==> src/design/sarc_regs.svh <==
/*
 * Register map, field positions, reset values and timing constants for the
 * converter control block.
 * Assumes inclusion by bare name from design files of this block and from the bench.
 */
`ifndef SARC_REGS_SVH
`define SARC_REGS_SVH

// ----------------------------------------------------------------------
// Register byte offsets
// ----------------------------------------------------------------------
`define SARC_CTRL_OFS      12'h000
`define SARC_TIMING_OFS    12'h004
`define SARC_STATUS_OFS    12'h008
`define SARC_RESULT_OFS    12'h00C

// ----------------------------------------------------------------------
// Control register fields
// ----------------------------------------------------------------------
`define SARC_CTRL_START_BIT   8
`define SARC_CTRL_REF_BIT     4
`define SARC_CTRL_NOCAL_BIT   3
`define SARC_CTRL_NOPD_BIT    2
`define SARC_CTRL_RES_HI      1
`define SARC_CTRL_RES_LO      0

// ----------------------------------------------------------------------
// Timing register fields
// ----------------------------------------------------------------------
`define SARC_TIM_DIV_HI    7
`define SARC_TIM_DIV_LO    0
`define SARC_TIM_STC_HI    15
`define SARC_TIM_STC_LO    8

// ----------------------------------------------------------------------
// Status register fields
// ----------------------------------------------------------------------
`define SARC_ST_BUSY_BIT    0
`define SARC_ST_SAMPLE_BIT  1
`define SARC_ST_VALID_BIT   2
`define SARC_ST_PWR_BIT     3

// ----------------------------------------------------------------------
// Resolution codes and phase lengths
// ----------------------------------------------------------------------
`define SARC_RES_10         2'h0
`define SARC_RES_12         2'h1
`define SARC_RES_8          2'h2
`define SARC_BITS_8         4'h8
`define SARC_BITS_10        4'hA
`define SARC_BITS_12        4'hC
`define SARC_SAMPLE_EXTRA   9'h002
`define SARC_CAL_TICKS      4'h2
`define SARC_TICK_QUARTERS  2'h3

// ----------------------------------------------------------------------
// Reset values and bus answers
// ----------------------------------------------------------------------
`define SARC_CTRL_RST       4'h0
`define SARC_DIV_RST        8'h00
`define SARC_STC_RST        8'h00
`define SARC_RESP_OKAY      2'h0
`define SARC_RESP_SLVERR    2'h2

`endif

==> src/design/sarc_pkg.sv <==
/*
 * Types shared by the converter control block.
 * Assumes the register header is included alongside where needed.
 */
package sarc_pkg;

   // Conversion sequencer phases
   typedef enum logic [1:0] {
      SARC_IDLE,
      SARC_SAMPLE,
      SARC_DISTRIB,
      SARC_CAL
   } sarc_phase_e;

endpackage

==> src/design/sarc_ctrl.sv <==
/*
 * Successive-approximation converter control: mode, reference, converter
 * clock divider, start handling, sample/distribution/calibration sequence
 * and result justification, with registers reached over AXI4-Lite.
 * Assumes one system clock; the analog array supplies raw conversion bits.
 */
// Operation
// - Three resolutions chosen by two-bit field
// - 8-bit result on top bits, low four zero
// - 10-bit result on top bits, low two zero
// - Mode bit3 low adds two-tick calibration
// - Mode bit2 low powers down after conversion
// - Reference select: 0 internal, 1 external
// - Converter period is 4*(1+divider) system clocks
// - Converter clock never exposed as output
// - Inputs sampled on clock; start acts each clock it is high
// - Conversion runs two or three sequential phases
// - Busy and sampling rise at sample start
// - Sample lasts 2+sample_time_count converter ticks
// - Distribution: sampling low, one tick per bit
// - Result valid rises with busy fall, holds
`timescale 1ns/1ns
`default_nettype none
`include "sarc_regs.svh"

module sarc_ctrl
   import sarc_pkg::*;
#(
   parameter int AW    = 12,
   parameter int DIV_W = 8,
   parameter int STC_W = 8,
   parameter int RES_W = 12
) (
   input  wire logic             aclk,
   input  wire logic             aresetn,
   input  wire logic [AW-1:0]    s_axi_awaddr,
   input  wire logic             s_axi_awvalid,
   output logic                  s_axi_awready,
   input  wire logic [31:0]      s_axi_wdata,
   input  wire logic [3:0]       s_axi_wstrb,
   input  wire logic             s_axi_wvalid,
   output logic                  s_axi_wready,
   output logic [1:0]            s_axi_bresp,
   output logic                  s_axi_bvalid,
   input  wire logic             s_axi_bready,
   input  wire logic [AW-1:0]    s_axi_araddr,
   input  wire logic             s_axi_arvalid,
   output logic                  s_axi_arready,
   output logic [31:0]           s_axi_rdata,
   output logic [1:0]            s_axi_rresp,
   output logic                  s_axi_rvalid,
   input  wire logic             s_axi_rready,
   input  wire logic             conversion_start,
   input  wire logic [RES_W-1:0] sar_raw,
   output logic [RES_W-1:0]      result,
   output logic                  busy,
   output logic                  sampling,
   output logic                  result_valid,
   output logic                  calibrating,
   output logic                  converter_powered,
   output logic                  reference_select
);

   // ----------------------------------------------------------------------
   // Declarations
   // ----------------------------------------------------------------------
   sarc_phase_e      phase_r;
   logic [3:0]       mode_r;
   logic             ref_r;
   logic [DIV_W-1:0] div_r;
   logic [STC_W-1:0] stc_r;
   logic [8:0]       cnt_r;
   logic [3:0]       nbits;
   logic             tick;
   logic             start;
   logic             sw_start;
   logic             wr_en;
   logic [AW-1:0]    wr_addr;
   logic [31:0]      wr_data;
   logic [3:0]       wr_strb;
   logic             wr_err;
   logic [AW-1:0]    rd_addr;
   logic [31:0]      rd_data;
   logic             rd_err;
   logic [8:0]       sample_len;
   logic             conv_done;

   // ----------------------------------------------------------------------
   // Bus front end
   // ----------------------------------------------------------------------
   sarc_axil #(
      .AW (AW)
   ) u_axil (
      .aclk          (aclk),
      .aresetn       (aresetn),
      .s_axi_awaddr  (s_axi_awaddr),
      .s_axi_awvalid (s_axi_awvalid),
      .s_axi_awready (s_axi_awready),
      .s_axi_wdata   (s_axi_wdata),
      .s_axi_wstrb   (s_axi_wstrb),
      .s_axi_wvalid  (s_axi_wvalid),
      .s_axi_wready  (s_axi_wready),
      .s_axi_bresp   (s_axi_bresp),
      .s_axi_bvalid  (s_axi_bvalid),
      .s_axi_bready  (s_axi_bready),
      .s_axi_araddr  (s_axi_araddr),
      .s_axi_arvalid (s_axi_arvalid),
      .s_axi_arready (s_axi_arready),
      .s_axi_rdata   (s_axi_rdata),
      .s_axi_rresp   (s_axi_rresp),
      .s_axi_rvalid  (s_axi_rvalid),
      .s_axi_rready  (s_axi_rready),
      .wr_en         (wr_en),
      .wr_addr       (wr_addr),
      .wr_data       (wr_data),
      .wr_strb       (wr_strb),
      .wr_err        (wr_err),
      .rd_addr       (rd_addr),
      .rd_data       (rd_data),
      .rd_err        (rd_err)
   );

   // ----------------------------------------------------------------------
   // Address decode
   // ----------------------------------------------------------------------
   // Result and status are read-only; writes there answer with an error
   assign wr_err = !(wr_addr == `SARC_CTRL_OFS || wr_addr == `SARC_TIMING_OFS);
   assign rd_err = !(rd_addr == `SARC_CTRL_OFS || rd_addr == `SARC_TIMING_OFS
                  || rd_addr == `SARC_STATUS_OFS
                  || rd_addr == `SARC_RESULT_OFS);

   // Software start: write a one to the start bit of the control register
   assign sw_start = wr_en && wr_addr == `SARC_CTRL_OFS && wr_strb[1]
                     && wr_data[`SARC_CTRL_START_BIT];
   assign start    = conversion_start || sw_start;

   // Read mux
   always_comb begin
      rd_data = '0;
      case (rd_addr)
         `SARC_CTRL_OFS: begin
            rd_data[3:0]                = mode_r;
            rd_data[`SARC_CTRL_REF_BIT] = ref_r;
         end
         `SARC_TIMING_OFS: begin
            rd_data[`SARC_TIM_DIV_HI:`SARC_TIM_DIV_LO] = div_r;
            rd_data[`SARC_TIM_STC_HI:`SARC_TIM_STC_LO] = stc_r;
         end
         `SARC_STATUS_OFS: begin
            rd_data[`SARC_ST_BUSY_BIT]   = busy;
            rd_data[`SARC_ST_SAMPLE_BIT] = sampling;
            rd_data[`SARC_ST_VALID_BIT]  = result_valid;
            rd_data[`SARC_ST_PWR_BIT]    = converter_powered;
         end
         `SARC_RESULT_OFS: begin
            rd_data[RES_W-1:0] = result;
         end
         default: begin
            rd_data = '0;
         end
      endcase
   end

   // ----------------------------------------------------------------------
   // Configuration registers
   // ----------------------------------------------------------------------
   // Mode and reference are sampled on the system clock like every input
   always_ff @(posedge aclk) begin
      if (!aresetn) begin
         mode_r <= `SARC_CTRL_RST;
         ref_r  <= 1'b0;
      end else if (wr_en && wr_addr == `SARC_CTRL_OFS && wr_strb[0]) begin
         mode_r <= wr_data[3:0];
         ref_r  <= wr_data[`SARC_CTRL_REF_BIT];
      end
   end

   always_ff @(posedge aclk) begin
      if (!aresetn) begin
         div_r <= `SARC_DIV_RST;
         stc_r <= `SARC_STC_RST;
      end else if (wr_en && wr_addr == `SARC_TIMING_OFS) begin
         if (wr_strb[0]) begin
            div_r <= wr_data[`SARC_TIM_DIV_HI:`SARC_TIM_DIV_LO];
         end
         if (wr_strb[1]) begin
            stc_r <= wr_data[`SARC_TIM_STC_HI:`SARC_TIM_STC_LO];
         end
      end
   end

   // Reference choice reaches the analog switch one clock after ref_r
   always_ff @(posedge aclk) begin
      if (!aresetn) begin
         reference_select <= 1'b0;
      end else begin
         reference_select <= ref_r;
      end
   end

   // ----------------------------------------------------------------------
   // Converter clock
   // ----------------------------------------------------------------------
   // Tick stays internal; realigned on start so the sample count is exact
   sarc_clkdiv #(
      .DIV_W (DIV_W)
   ) u_clkdiv (
      .aclk    (aclk),
      .aresetn (aresetn),
      .restart (start),
      .div     (div_r),
      .tick    (tick)
   );

   // ----------------------------------------------------------------------
   // Resolution and phase lengths
   // ----------------------------------------------------------------------
   // Unused code 11 falls back to 12 bits rather than stalling
   always_comb begin
      case (mode_r[`SARC_CTRL_RES_HI:`SARC_CTRL_RES_LO])
         `SARC_RES_10: nbits = `SARC_BITS_10;
         `SARC_RES_12: nbits = `SARC_BITS_12;
         `SARC_RES_8:  nbits = `SARC_BITS_8;
         default:      nbits = `SARC_BITS_12;
      endcase
   end

   assign sample_len = {1'b0, stc_r} + `SARC_SAMPLE_EXTRA;

   // Conversion ends after distribution, or after calibration when enabled
   assign conv_done = tick && (
      (phase_r == SARC_DISTRIB && cnt_r == {5'h00, nbits} - 9'h001
       && mode_r[`SARC_CTRL_NOCAL_BIT]) ||
      (phase_r == SARC_CAL && cnt_r == {5'h00, `SARC_CAL_TICKS} - 9'h001));

   // ----------------------------------------------------------------------
   // Conversion sequencer
   // ----------------------------------------------------------------------
   // A start during a conversion drops it and begins afresh
   always_ff @(posedge aclk) begin
      if (!aresetn) begin
         phase_r <= SARC_IDLE;
         cnt_r   <= '0;
      end else if (start) begin
         phase_r <= SARC_SAMPLE;
         cnt_r   <= '0;
      end else if (tick) begin
         cnt_r <= cnt_r + 9'h001;
         case (phase_r)
            SARC_SAMPLE: begin
               if (cnt_r == sample_len - 9'h001) begin
                  phase_r <= SARC_DISTRIB;
                  cnt_r   <= '0;
               end
            end
            SARC_DISTRIB: begin
               if (cnt_r == {5'h00, nbits} - 9'h001) begin
                  phase_r <= mode_r[`SARC_CTRL_NOCAL_BIT]
                             ? SARC_IDLE : SARC_CAL;
                  cnt_r   <= '0;
               end
            end
            SARC_CAL: begin
               if (conv_done) begin
                  phase_r <= SARC_IDLE;
                  cnt_r   <= '0;
               end
            end
            default: begin
               cnt_r <= '0;
            end
         endcase
      end
   end

   // ----------------------------------------------------------------------
   // Status flags
   // ----------------------------------------------------------------------
   always_ff @(posedge aclk) begin
      if (!aresetn) begin
         busy        <= 1'b0;
         sampling    <= 1'b0;
         calibrating <= 1'b0;
      end else begin
         busy     <= start
                     || (phase_r != SARC_IDLE && !conv_done);
         sampling <= start || (phase_r == SARC_SAMPLE && !(tick
                     && cnt_r == sample_len - 9'h001));
         calibrating <= !start && ((phase_r == SARC_CAL && !conv_done) ||
                        (phase_r == SARC_DISTRIB && tick
                         && !mode_r[`SARC_CTRL_NOCAL_BIT]
                         && cnt_r == {5'h00, nbits} - 9'h001));
      end
   end

   // Valid rises as busy falls and holds until the next start
   always_ff @(posedge aclk) begin
      if (!aresetn) begin
         result_valid <= 1'b0;
      end else if (start) begin
         result_valid <= 1'b0;
      end else if (conv_done) begin
         result_valid <= 1'b1;
      end
   end

   // ----------------------------------------------------------------------
   // Result latch with justification
   // ----------------------------------------------------------------------
   // Result holds through the next conversion until it too completes
   always_ff @(posedge aclk) begin
      if (!aresetn) begin
         result <= '0;
      end else if (conv_done && !start) begin
         case (mode_r[`SARC_CTRL_RES_HI:`SARC_CTRL_RES_LO])
            `SARC_RES_8:  result <= {sar_raw[RES_W-1:4], 4'h0};
            `SARC_RES_10: result <= {sar_raw[RES_W-1:2], 2'h0};
            default:      result <= sar_raw;
         endcase
      end
   end

   // ----------------------------------------------------------------------
   // Power control
   // ----------------------------------------------------------------------
   // Comparators stay up between conversions only when bit 2 is set
   always_ff @(posedge aclk) begin
      if (!aresetn) begin
         converter_powered <= 1'b0;
      end else if (start) begin
         converter_powered <= 1'b1;
      end else if (phase_r == SARC_IDLE || conv_done) begin
         converter_powered <= mode_r[`SARC_CTRL_NOPD_BIT];
      end
   end

endmodule
`default_nettype wire

==> src/design/sarc_clkdiv.sv <==
/*
 * Converter clock tick generator: one tick every 4*(1+div) system clocks.
 * Assumes a single clock; restart realigns the tick to a new conversion.
 */
`timescale 1ns/1ns
`default_nettype none
`include "sarc_regs.svh"

module sarc_clkdiv #(
   parameter int DIV_W = 8
) (
   input  wire logic             aclk,
   input  wire logic             aresetn,
   input  wire logic             restart,
   input  wire logic [DIV_W-1:0] div,
   output logic                  tick
);

   logic [DIV_W-1:0] pre_r;
   logic [1:0]       quarter_r;

   // ----------------------------------------------------------------------
   // Divider chain
   // ----------------------------------------------------------------------
   // Kept internal: the converter clock never reaches a pin, only this tick
   always_ff @(posedge aclk) begin
      if (!aresetn || restart) begin
         pre_r     <= '0;
         quarter_r <= '0;
      end else if (pre_r == div) begin
         pre_r     <= '0;
         quarter_r <= quarter_r + 2'h1;
      end else begin
         pre_r <= pre_r + {{(DIV_W-1){1'b0}}, 1'b1};
      end
   end

   // Tick on the last system clock of each 4*(1+div) period
   assign tick = aresetn && !restart && (pre_r == div)
                 && (quarter_r == `SARC_TICK_QUARTERS);

endmodule
`default_nettype wire

==> src/design/sarc_axil.sv <==
/*
 * AXI4-Lite slave front end: accepts one write and one read at a time.
 * Assumes the core decodes addresses and returns read data combinationally.
 */
`timescale 1ns/1ns
`default_nettype none
`include "sarc_regs.svh"

module sarc_axil #(
   parameter int AW = 12
) (
   input  wire logic          aclk,
   input  wire logic          aresetn,
   input  wire logic [AW-1:0] s_axi_awaddr,
   input  wire logic          s_axi_awvalid,
   output logic               s_axi_awready,
   input  wire logic [31:0]   s_axi_wdata,
   input  wire logic [3:0]    s_axi_wstrb,
   input  wire logic          s_axi_wvalid,
   output logic               s_axi_wready,
   output logic [1:0]         s_axi_bresp,
   output logic               s_axi_bvalid,
   input  wire logic          s_axi_bready,
   input  wire logic [AW-1:0] s_axi_araddr,
   input  wire logic          s_axi_arvalid,
   output logic               s_axi_arready,
   output logic [31:0]        s_axi_rdata,
   output logic [1:0]         s_axi_rresp,
   output logic               s_axi_rvalid,
   input  wire logic          s_axi_rready,
   output logic               wr_en,
   output logic [AW-1:0]      wr_addr,
   output logic [31:0]        wr_data,
   output logic [3:0]         wr_strb,
   input  wire logic          wr_err,
   output logic [AW-1:0]      rd_addr,
   input  wire logic [31:0]   rd_data,
   input  wire logic          rd_err
);

   logic          aw_have_r;
   logic          w_have_r;
   logic [AW-1:0] awaddr_r;
   logic [31:0]   wdata_r;
   logic [3:0]    wstrb_r;

   // ----------------------------------------------------------------------
   // Write path: capture address and data in either order
   // ----------------------------------------------------------------------
   always_ff @(posedge aclk) begin
      if (!aresetn) begin
         aw_have_r     <= 1'b0;
         w_have_r      <= 1'b0;
         awaddr_r      <= '0;
         wdata_r       <= '0;
         wstrb_r       <= '0;
         s_axi_awready <= 1'b0;
         s_axi_wready  <= 1'b0;
         s_axi_bvalid  <= 1'b0;
         s_axi_bresp   <= 2'h0;
      end else begin
         s_axi_awready <= !aw_have_r && !s_axi_awready && !s_axi_bvalid;
         s_axi_wready  <= !w_have_r && !s_axi_wready && !s_axi_bvalid;
         if (s_axi_awvalid && s_axi_awready) begin
            aw_have_r <= 1'b1;
            awaddr_r  <= s_axi_awaddr;
            s_axi_awready <= 1'b0;
         end
         if (s_axi_wvalid && s_axi_wready) begin
            w_have_r <= 1'b1;
            wdata_r  <= s_axi_wdata;
            wstrb_r  <= s_axi_wstrb;
            s_axi_wready <= 1'b0;
         end
         if (wr_en) begin
            aw_have_r    <= 1'b0;
            w_have_r     <= 1'b0;
            s_axi_bvalid <= 1'b1;
            s_axi_bresp  <= wr_err ? `SARC_RESP_SLVERR : `SARC_RESP_OKAY;
         end else if (s_axi_bvalid && s_axi_bready) begin
            s_axi_bvalid <= 1'b0;
         end
      end
   end

   // Commit once both halves are held and no response is pending
   assign wr_en   = aw_have_r && w_have_r && !s_axi_bvalid;
   assign wr_addr = awaddr_r;
   assign wr_data = wdata_r;
   assign wr_strb = wstrb_r;

   // ----------------------------------------------------------------------
   // Read path: data registered on acceptance
   // ----------------------------------------------------------------------
   assign rd_addr = s_axi_araddr;

   always_ff @(posedge aclk) begin
      if (!aresetn) begin
         s_axi_arready <= 1'b0;
         s_axi_rvalid  <= 1'b0;
         s_axi_rdata   <= '0;
         s_axi_rresp   <= 2'h0;
      end else begin
         // Ready stays up while idle, so a waiting address is always taken
         s_axi_arready <= !s_axi_rvalid;
         if (s_axi_arvalid && s_axi_arready) begin
            s_axi_arready <= 1'b0;
            s_axi_rvalid  <= 1'b1;
            s_axi_rdata   <= rd_data;
            s_axi_rresp   <= rd_err ? `SARC_RESP_SLVERR : `SARC_RESP_OKAY;
         end else if (s_axi_rvalid && s_axi_rready) begin
            s_axi_rvalid <= 1'b0;
         end
      end
   end

endmodule
`default_nettype wire

==> config.mk <==
export PLATFORM = sky130hd
export DESIGN_NAME = sarc_ctrl
export DESIGN_NICKNAME = d
export VERILOG_FILES = /design/src/design/sarc_pkg.sv /design/src/design/sarc_ctrl.sv /design/src/design/sarc_clkdiv.sv /design/src/design/sarc_axil.sv
export VERILOG_INCLUDE_DIRS = /design/src /design/src/design
export SDC_FILE = /design/constraint.sdc
export NUM_CORES = 1
export LEC_CHECK = 0
export BUFFER_PORTS_ARGS = -buffer_cell sky130_fd_sc_hd__buf_4
export CAP_MARGIN = 20
export CORE_ASPECT_RATIO = 0.5
export CORE_MARGIN = 1.5
export CORE_UTILIZATION = 35
export DETAILED_ROUTE_END_ITERATION = 10
export HOLD_SLACK_MARGIN = 0.1
export PLACE_DENSITY_LB_ADDON = 0.15
export SETUP_SLACK_MARGIN = 0.15
export SYNTH_ARGS = -nofsm -noshare
export SYNTH_HDL_FRONTEND = slang
export SYNTH_SLANG_ARGS = --single-unit
==> constraint.sdc <==
create_clock -name aclk -period 3.5 [get_ports aclk]
set_input_delay 0.175 -clock aclk [delete_from_list [all_inputs] [get_ports aclk]]
set_output_delay 0.175 -clock aclk [all_outputs]
set_load 0.02 [all_outputs]
## Word level (Yosys, flattened, before mapping)

Cells that the tools add are included.

| cells by class | value |
|---|---|
| add/sub/neg operators | 6 |
| equality and inequality tests | 19 |
| multiplexer cells | 25 |
| bitwise gates (word level) | 1 |
| reductions and logical operators | 75 |

Operator list:

| cell | count |
|---|---|
| 1-bit logical AND | 32 |
| 9-bit two-way mux | 3 |
| 9-bit one-hot mux with 3 select lines | 1 |
| 12-bit by 3-bit equality test with 1-bit output (second input constant) | 2 |
| 12-bit by 4-bit equality test with 1-bit output (second input constant) | 2 |
| 12-bit logical NOT | 2 |
| 9-bit equality test | 2 |
| 4-bit one-hot mux with 4 select lines | 1 |
| 7-bit one-hot mux with 2 select lines | 1 |
| 2-bit two-way mux | 6 |
| 2-bit OR reduction | 6 |
| 1-bit logical NOT | 11 |
| 1-bit logical OR | 11 |
| 5-bit AND reduction | 2 |
| 2-bit nonzero test | 5 |
| 8-bit by 2-bit adder with 9-bit output (second input constant) | 1 |
| 9-bit by 1-bit adder with 9-bit output (second input constant) | 1 |
| 9-bit by 1-bit equality test with 1-bit output (second input constant) | 1 |
| 9-bit by 1-bit subtractor with 9-bit output (second input constant) | 1 |
| 8-bit by 1-bit adder with 8-bit output (second input constant) | 1 |
| 2-bit equality test (second input constant) | 4 |
| 8-bit equality test | 1 |
| 1-bit two-way mux | 8 |
| 4-bit one-hot mux with 2 select lines | 1 |
| 16 further kinds | 20 |

| storage, ports and cells | value |
|---|---|
| bits in registers | 117 |
| bits of input ports | 80 |

## Longest topological paths before layout

| depth | value |
|---|---|
| depth after elaboration | 15 |
| depth in mapped cells | 9 |
| gate-level depth less buffers | 8 |

## Hierarchy

Synthesis repeated with hierarchy kept, for this count alone.

| second synthesis, totals | value |
|---|---|
| cells, all modules | 797 |
| area total of the unflattened synthesis | 6957.9 µm² |

Modules (own cells, without submodules):

| module | times used | cells an instance | area each (µm²) | seq. area each (µm²) |
|---|---|---|---|---|
| sarc_axil | 1 | 396 | 3524.6 | 1781.7 |
| sarc_ctrl | 1 | 347 | 2925.3 | 1001.0 |
| sarc_clkdiv | 1 | 54 | 508.0 | 200.2 |

## Worst setup path before layout

Ideal clock, no wire load.

| timing path | value |
|---|---|
| kind | reg-to-reg |
| start | register cnt_r[0] |
| end | register result[10] |
| arrival | 1.946 ns |
| slack | 1.417 ns |
| cell stages (with the launch flop) | 8 |
| period minus slack after synthesis | 2.083 ns |
| cell sequence | dfxtp_1 > or4b_1 > nor3b_2 > o2111ai_2 > a211o_1 > buf_2 > nand2_1 > a21oi_2 |

| between the ends | value |
|---|---|
| cells in the longest elaborated chain, start to end | 6 |
| elaborated cells between the ends (all ways) | 8 |
| classes of those cells | eq/ne: 2; reduce/logical: 6 |

Ends and longest elaborated chain:

| what | RTL line | source |
|---|---|---|
| from (decl) | sarc_ctrl.sv:72 | `logic [8:0] cnt_r;` |
| from (signal assigned) | sarc_ctrl.sv:248 | `cnt_r <= cnt_r + 9'h001;` |
| 9-bit equality test | sarc_ctrl.sv:232 | `(phase_r == SARC_DISTRIB && cnt_r == {5'h00, nbits} - 9'h001` |
| 1-bit logical AND (2 in a row) | sarc_ctrl.sv:232 |  |
| 1-bit logical OR (*) | sarc_ctrl.sv:232 |  |
| 1-bit logical AND (*) | sarc_ctrl.sv:231 | `assign conv_done = tick && (` |
| 1-bit logical AND (*) | sarc_ctrl.sv:314 | `end else if (conv_done && !start) begin` |
| to (signal assigned) | sarc_ctrl.sv:316 | `` `SARC_RES_8: result <= {sar_raw[RES_W-1:4], 4'h0}; `` |
| to (signal assigned) | sarc_ctrl.sv:317 | `` `SARC_RES_10: result <= {sar_raw[RES_W-1:2], 2'h0}; `` |
| to (signal assigned) | sarc_ctrl.sv:318 | `default: result <= sar_raw;` |
| to (decl) | sarc_ctrl.sv:55 | `output logic [RES_W-1:0] result,` |

Mark *: on every way between the ends. The rest lies on a longest branch, timed or not.
A chain may end at the register's enable or synchronous reset.

## Worst setup path in the final report

| timing path | value |
|---|---|
| start | register div_r[6] |
| end | register cnt_r[2] |

| between the ends | value |
|---|---|
| cells in the longest elaborated chain, start to end | 6 |

Ends and longest elaborated chain:

| what | RTL line | source |
|---|---|---|
| from (decl) | sarc_ctrl.sv:70 | `logic [DIV_W-1:0] div_r;` |
| from (signal assigned) | sarc_ctrl.sv:180 | `` div_r <= `SARC_DIV_RST; `` |
| from (signal assigned) | sarc_ctrl.sv:184 | `` div_r <= wr_data[`SARC_TIM_DIV_HI:`SARC_TIM_DIV_LO]; `` |
| 8-bit equality test (*) | sarc_clkdiv.sv:39 | `assign tick = aresetn && !restart && (pre_r == div)` |
| 1-bit logical AND (*) (2 in a row) | sarc_clkdiv.sv:39 |  |
| 1-bit logical AND | sarc_ctrl.sv:231 |  |
| 9-bit two-way mux | sarc_ctrl.sv:264 | `if (conv_done) begin` |
| 9-bit one-hot mux with 3 select lines | sarc_ctrl.sv:249 | `case (phase_r)` |

Marks and branches as above.

==> results <==
- The run finished with clean final reports.
- The first global-routing pass estimated between 20 and 25 mm of wire.
- The worst setup path is launched from a flop.
- The area fraction in compound gates after synthesis is 0.1621.
- The clock net in this run drives a total of around 120 sinks.
- Hold is met by about 0.15 ns.
- The number of rows in the core area is 31.
- The initial utilization of the core area, before any placement, comes to 0.3587.
- TritonCTS created 17 clock buffers.
- The HPWL after detailed placement is around 9.9 mm.
- The number of H-tree branching levels is 4.
- The data arrival time at the worst-slack endpoint is 2.79 ns.
- The worst hold path passes through 3 cells.
- Counting distinct cell types in the post-synthesis netlist gives 65.
- The mean routed wirelength per cell is about 14 microns.
- Prior to clock tree synthesis, the placed netlist has a worst setup slack of 1.022 ns.
- The startpoint identified for the worst hold timing path is s_axi_araddr[2].
- The number of max-slew violations in the final report is 0.
- Buffers added to address setup during post-CTS repair amount to 0.
- After the first detailed-routing iteration, the DRC count stood at between 200 and 300.
- The number of buffers on the longest clock path is 2.
- The number of global-route vias before repair is 4373.
- The critical path start-end classification is reg2reg.
- In this run, synthesis inferred 0 flip-flops with an integrated enable.
- The most used standard cell by instance count after synthesis is sky130_fd_sc_hd__nand2_1.
- Timing would allow up to slightly below 400 MHz.
- The kind of end point of the critical path is a flop.
- The cell count after synthesis is around 630.
- The number of top-level pins is 139.
- In this run the tightest slew margin relative to its limit is 0.4762.
- The tool flagged a number of max-cap violations equal to 0.
- The die outline area is roughly 16000 sq um.
- The dominant combinational cell family by area after synthesis is simple AND/OR/NAND/NOR gates.
- TritonCTS built the clock tree.
- Tracing the worst setup path back leads to its startpoint at div_r[6].
- The routed design has between 10 and 15 mm of wire.
- The layout has ~1400 filler cells.
- The root buffer cell is sky130_fd_sc_hd__clkbuf_16.
- The share of total power dissipated in combinational logic is 0.073.
- After detailed routing, the number of remaining DRC violations is 0.
- The combined area of all synthesized cells is approximately 5200 sq um.
- The die is 175.4 microns wide.
- The area of the core is 14510 sq um.
- In the synthesized netlist the dominant register cell turns out to be sky130_fd_sc_hd__dfxtp_1.
- Yosys printed 0 warnings.
- The worst register-to-register path begins at div_r[6].
- At the later pin of the worst-skew pair, clock insertion delay measures just over 0.4 ns.
- The number of instances resized during post-cts repair is 0.
- Of the total synthesized cell area, the portion taken by full adders, half adders and majority gates is 0.01202.
- The path class of the tightest hold or removal check is in2reg.
- The time the worst path needs with I/O delays and setup is roughly 2.5 ns.
- Summing all non-filler instances in the final layout gives an area of 7079 sq um.
- The worst-case IR drop observed on VDD is about 0.38 mV.
- After clock tree synthesis, the clock-pin slew on the worst setup and hold paths is ~0.05 ns.
- Once layout is complete, the utilization of the core stands at 0.4880.
- The share of total power dissipated in the clock network is 0.515.
- The leakage power figure is between 2 and 3 nW.
- In the global route stage, overall resource usage came out at 0.1874.
- The share of total power dissipated in sequential elements is 0.412.
- For this run, the register share of the synthesized area comes to 0.4424.
- The smallest setup slack after layout is around 0.98 ns.
- For the worst flop-to-flop path, the logic depth is 6.
- The largest net degree at the start of global routing is a little over 70.
- Summing all placed instances gives a cell area of ~6000 sq um.
- Along the worst path, the maximum fanout reaches 7.
- The switching share of power is 0.2400.
- The post-route fraction of the period consumed by the critical path is 0.7196.
- The aggregate negative setup slack is 0 ns.
- The final count of hold timing violations came to 0.
- The average footprint of a synthesized cell is roughly 8.3 sq um.
- The count of input and output buffers is roughly 100.
- For this design, the CTS-stage hold fixing added 45 buffers.
- The final count of negative-setup-slack endpoints is 0.
- The final net count is 852.
- The final weighted congestion in routability-driven placement is around 0.76.
- The number of antenna violations at the first check in global routing is 0.
- The ratio of total power to cell area is about 470 nW/um^2.
- The biggest area contributor in the post-synthesis netlist is sky130_fd_sc_hd__dfxtp_1.
- The y dimension of the die is just under 90 microns.
- The number of antenna-violating nets in the routed design is 0.
- The final antenna diode count is 0.
- Summed over all layers, the global routing overflow is 0.
- Setup repair after global routing left no endpoint under its margin.
- The final setup skew is 0.01385 ns.
- The number of vias per cell after detailed routing is between 4 and 5.
- Before antenna repair, the detailed router went through 4 iterations.
- Of the total synthesized cell area, the portion taken by AND, OR, NAND and NOR gates is 0.2515.
- The overall via count from detail_route is roughly 4700.
- After synthesis, the cell types taking the most area are sky130_fd_sc_hd__dfxtp_1 (44%), sky130_fd_sc_hd__nand2_1 (10%), sky130_fd_sc_hd__a21oi_1 (5.7%), sky130_fd_sc_hd__buf_4 (2.6%), sky130_fd_sc_hd__xor2_1 (2.5%).
- The endpoint required time on the critical path is approximately 3.8 ns.
- For the pin with the worst max-slew slack, the measured transition is 0.7857 ns.
- Of the cells placed in the final design, the portion with a size suffix greater than 1 is 0.2192.
- After synthesis, the share of cell area in mux cells is 0.02140.
- In this run, synthesis produced a sequential element count of approximately 120.
- The internal portion of the total power is between 0.002 and 0.003 W.
- From synthesis to final layout, the design area changed by 36.04%.
- Of the total synthesized cell area, the portion taken by XOR and XNOR cells is 0.04544.
- After synthesis, the share of flip-flops with an asynchronous set or reset is 0.
- Of the post-synthesis cell area, the dominant cell type holds 0.4424.
- Summed over all nets, the switching power comes to 0.0007924 W.
- By count the netlist is led by sky130_fd_sc_hd__nand2_1 (138), sky130_fd_sc_hd__dfxtp_1 (115), sky130_fd_sc_hd__a21oi_1 (59), sky130_fd_sc_hd__nor2_1 (32), sky130_fd_sc_hd__clkbuf_1 (27).
[path summary, 6_finish.rpt]
| kind | slack [ns] | end |
|---|---|---|
| setup reg to reg | 0.98 | cnt_r[2] |
| setup / recovery | 0.98 | cnt_r[2] |
| hold / removal | 0.15 | u_axil.s_axi_rdata[4] |
| hold reg to reg | 0.44 | u_axil.s_axi_arready |
[worst max-delay path, stage by stage, from the launching register on]
cell and delay [ns]:
sky130_fd_sc_hd__dfxtp_1 0.34, sky130_fd_sc_hd__xor2_1 0.19, sky130_fd_sc_hd__nor4_1 0.65, sky130_fd_sc_hd__nand2_1 0.28
sky130_fd_sc_hd__o311a_1 0.44, sky130_fd_sc_hd__nor4_4 0.35, sky130_fd_sc_hd__nor3_1 0.12
[per-layer routing]
metal,routed length [microns],share of wire,GRT usage
met1,7076,0.50,0.2518
met2,6442,0.46,0.3001
met3,572,0.040,0.04719
met4,57,0.0040,0.05750
met5,0,0,0
[power by group through the flow]
| stage | clock (W) | combinational [W] | sequential [W] |
|---|---|---|---|
| floorplan | 0 | 0.000117 | 0.00139 |
| global placement | 0 | 0.000200 | 0.00139 |
| detailed placement | 0 | 0.000202 | 0.00139 |
| CTS | 0.00173 | 0.000242 | 0.00136 |
| global route | 0.00181 | 0.000265 | 0.00136 |
| finish | 0.00170 | 0.000241 | 0.00136 |
[flip-flops by register name (all words and copies together), names as in the netlist, 4 cells and up]
register            flops
u_clkdiv.pre_r          8
div_r                   8
u_axil.s_axi_rdata     16
u_axil.wr_data         16
cnt_r                   9
stc_r                   8
result                 12
u_axil.wr_addr         12
mode_r                  4
[through the flow]
step / power [W] / std cells
after CTS: 0.003333 / 978
after global routing: 0.003436 / 978
after detailed placement: 0.001590 / 901
after global placement: 0.001588 / 901
after floorplan: 0.001507 / 646
final: 0.003301 / 978
[cell type report]
| cell class | instances | area [sq um] | share of cell area |
|---|---|---|---|
| clock buffer | 17 | 425.4 | 0.06009 |
| clock inverter | 15 | 156.4 | 0.02209 |
| inverter | 11 | 41.29 | 0.005832 |
| multi-input combinational | 467 | 2630 | 0.3715 |
| sequential | 115 | 2302 | 0.3252 |
| tap | 198 | 247.7 | 0.03499 |
| timing repair buffer | 155 | 1276 | 0.1803 |
[layout by cell type, fill, tap and decap left out, types with 5 or more instances in the layout]
| cell type | count |
|---|---|
| sky130_fd_sc_hd__a22oi_1 | 8 |
| sky130_fd_sc_hd__nor3_1 | 12 |
| sky130_fd_sc_hd__a21oi_1 | 59 |
| sky130_fd_sc_hd__and3_1 | 7 |
| sky130_fd_sc_hd__a21oi_2 | 9 |
| sky130_fd_sc_hd__nor4_1 | 8 |
| sky130_fd_sc_hd__nand4_1 | 6 |
| sky130_fd_sc_hd__and2_1 | 7 |
| sky130_fd_sc_hd__nand2_1 | 138 |
| sky130_fd_sc_hd__inv_1 | 10 |
| sky130_fd_sc_hd__buf_4 | 110 |
| sky130_fd_sc_hd__o21ai_1 | 13 |
| sky130_fd_sc_hd__xor2_1 | 15 |
| sky130_fd_sc_hd__a221oi_1 | 5 |
| sky130_fd_sc_hd__xnor2_1 | 12 |
| sky130_fd_sc_hd__ha_1 | 5 |
| sky130_fd_sc_hd__dfxtp_1 | 115 |
| sky130_fd_sc_hd__mux2i_1 | 10 |
| sky130_fd_sc_hd__nand2_2 | 8 |
| sky130_fd_sc_hd__nor2_1 | 32 |
| sky130_fd_sc_hd__clkbuf_16 | 17 |
| sky130_fd_sc_hd__conb_1 | 18 |
| sky130_fd_sc_hd__dlygate4sd3_1 | 45 |
| sky130_fd_sc_hd__nand3_1 | 21 |
| sky130_fd_sc_hd__nor2b_1 | 5 |
| sky130_fd_sc_hd__o21ai_0 | 11 |
[kinds of logic (layout without fill, tap and decap cells)]
kind of cell,count (synthesis),after routing
AO/OA/AOI/OAI,133,133
XOR/XNOR,27,27
adder cells (fa/ha/maj),5,5
buffers and inverters,64,198
flip-flops,115,115
multiplexers,11,11
other,1,18
AND/OR/NAND/NOR,273,273
Note: power is estimated with default switching activity, not from simulation.
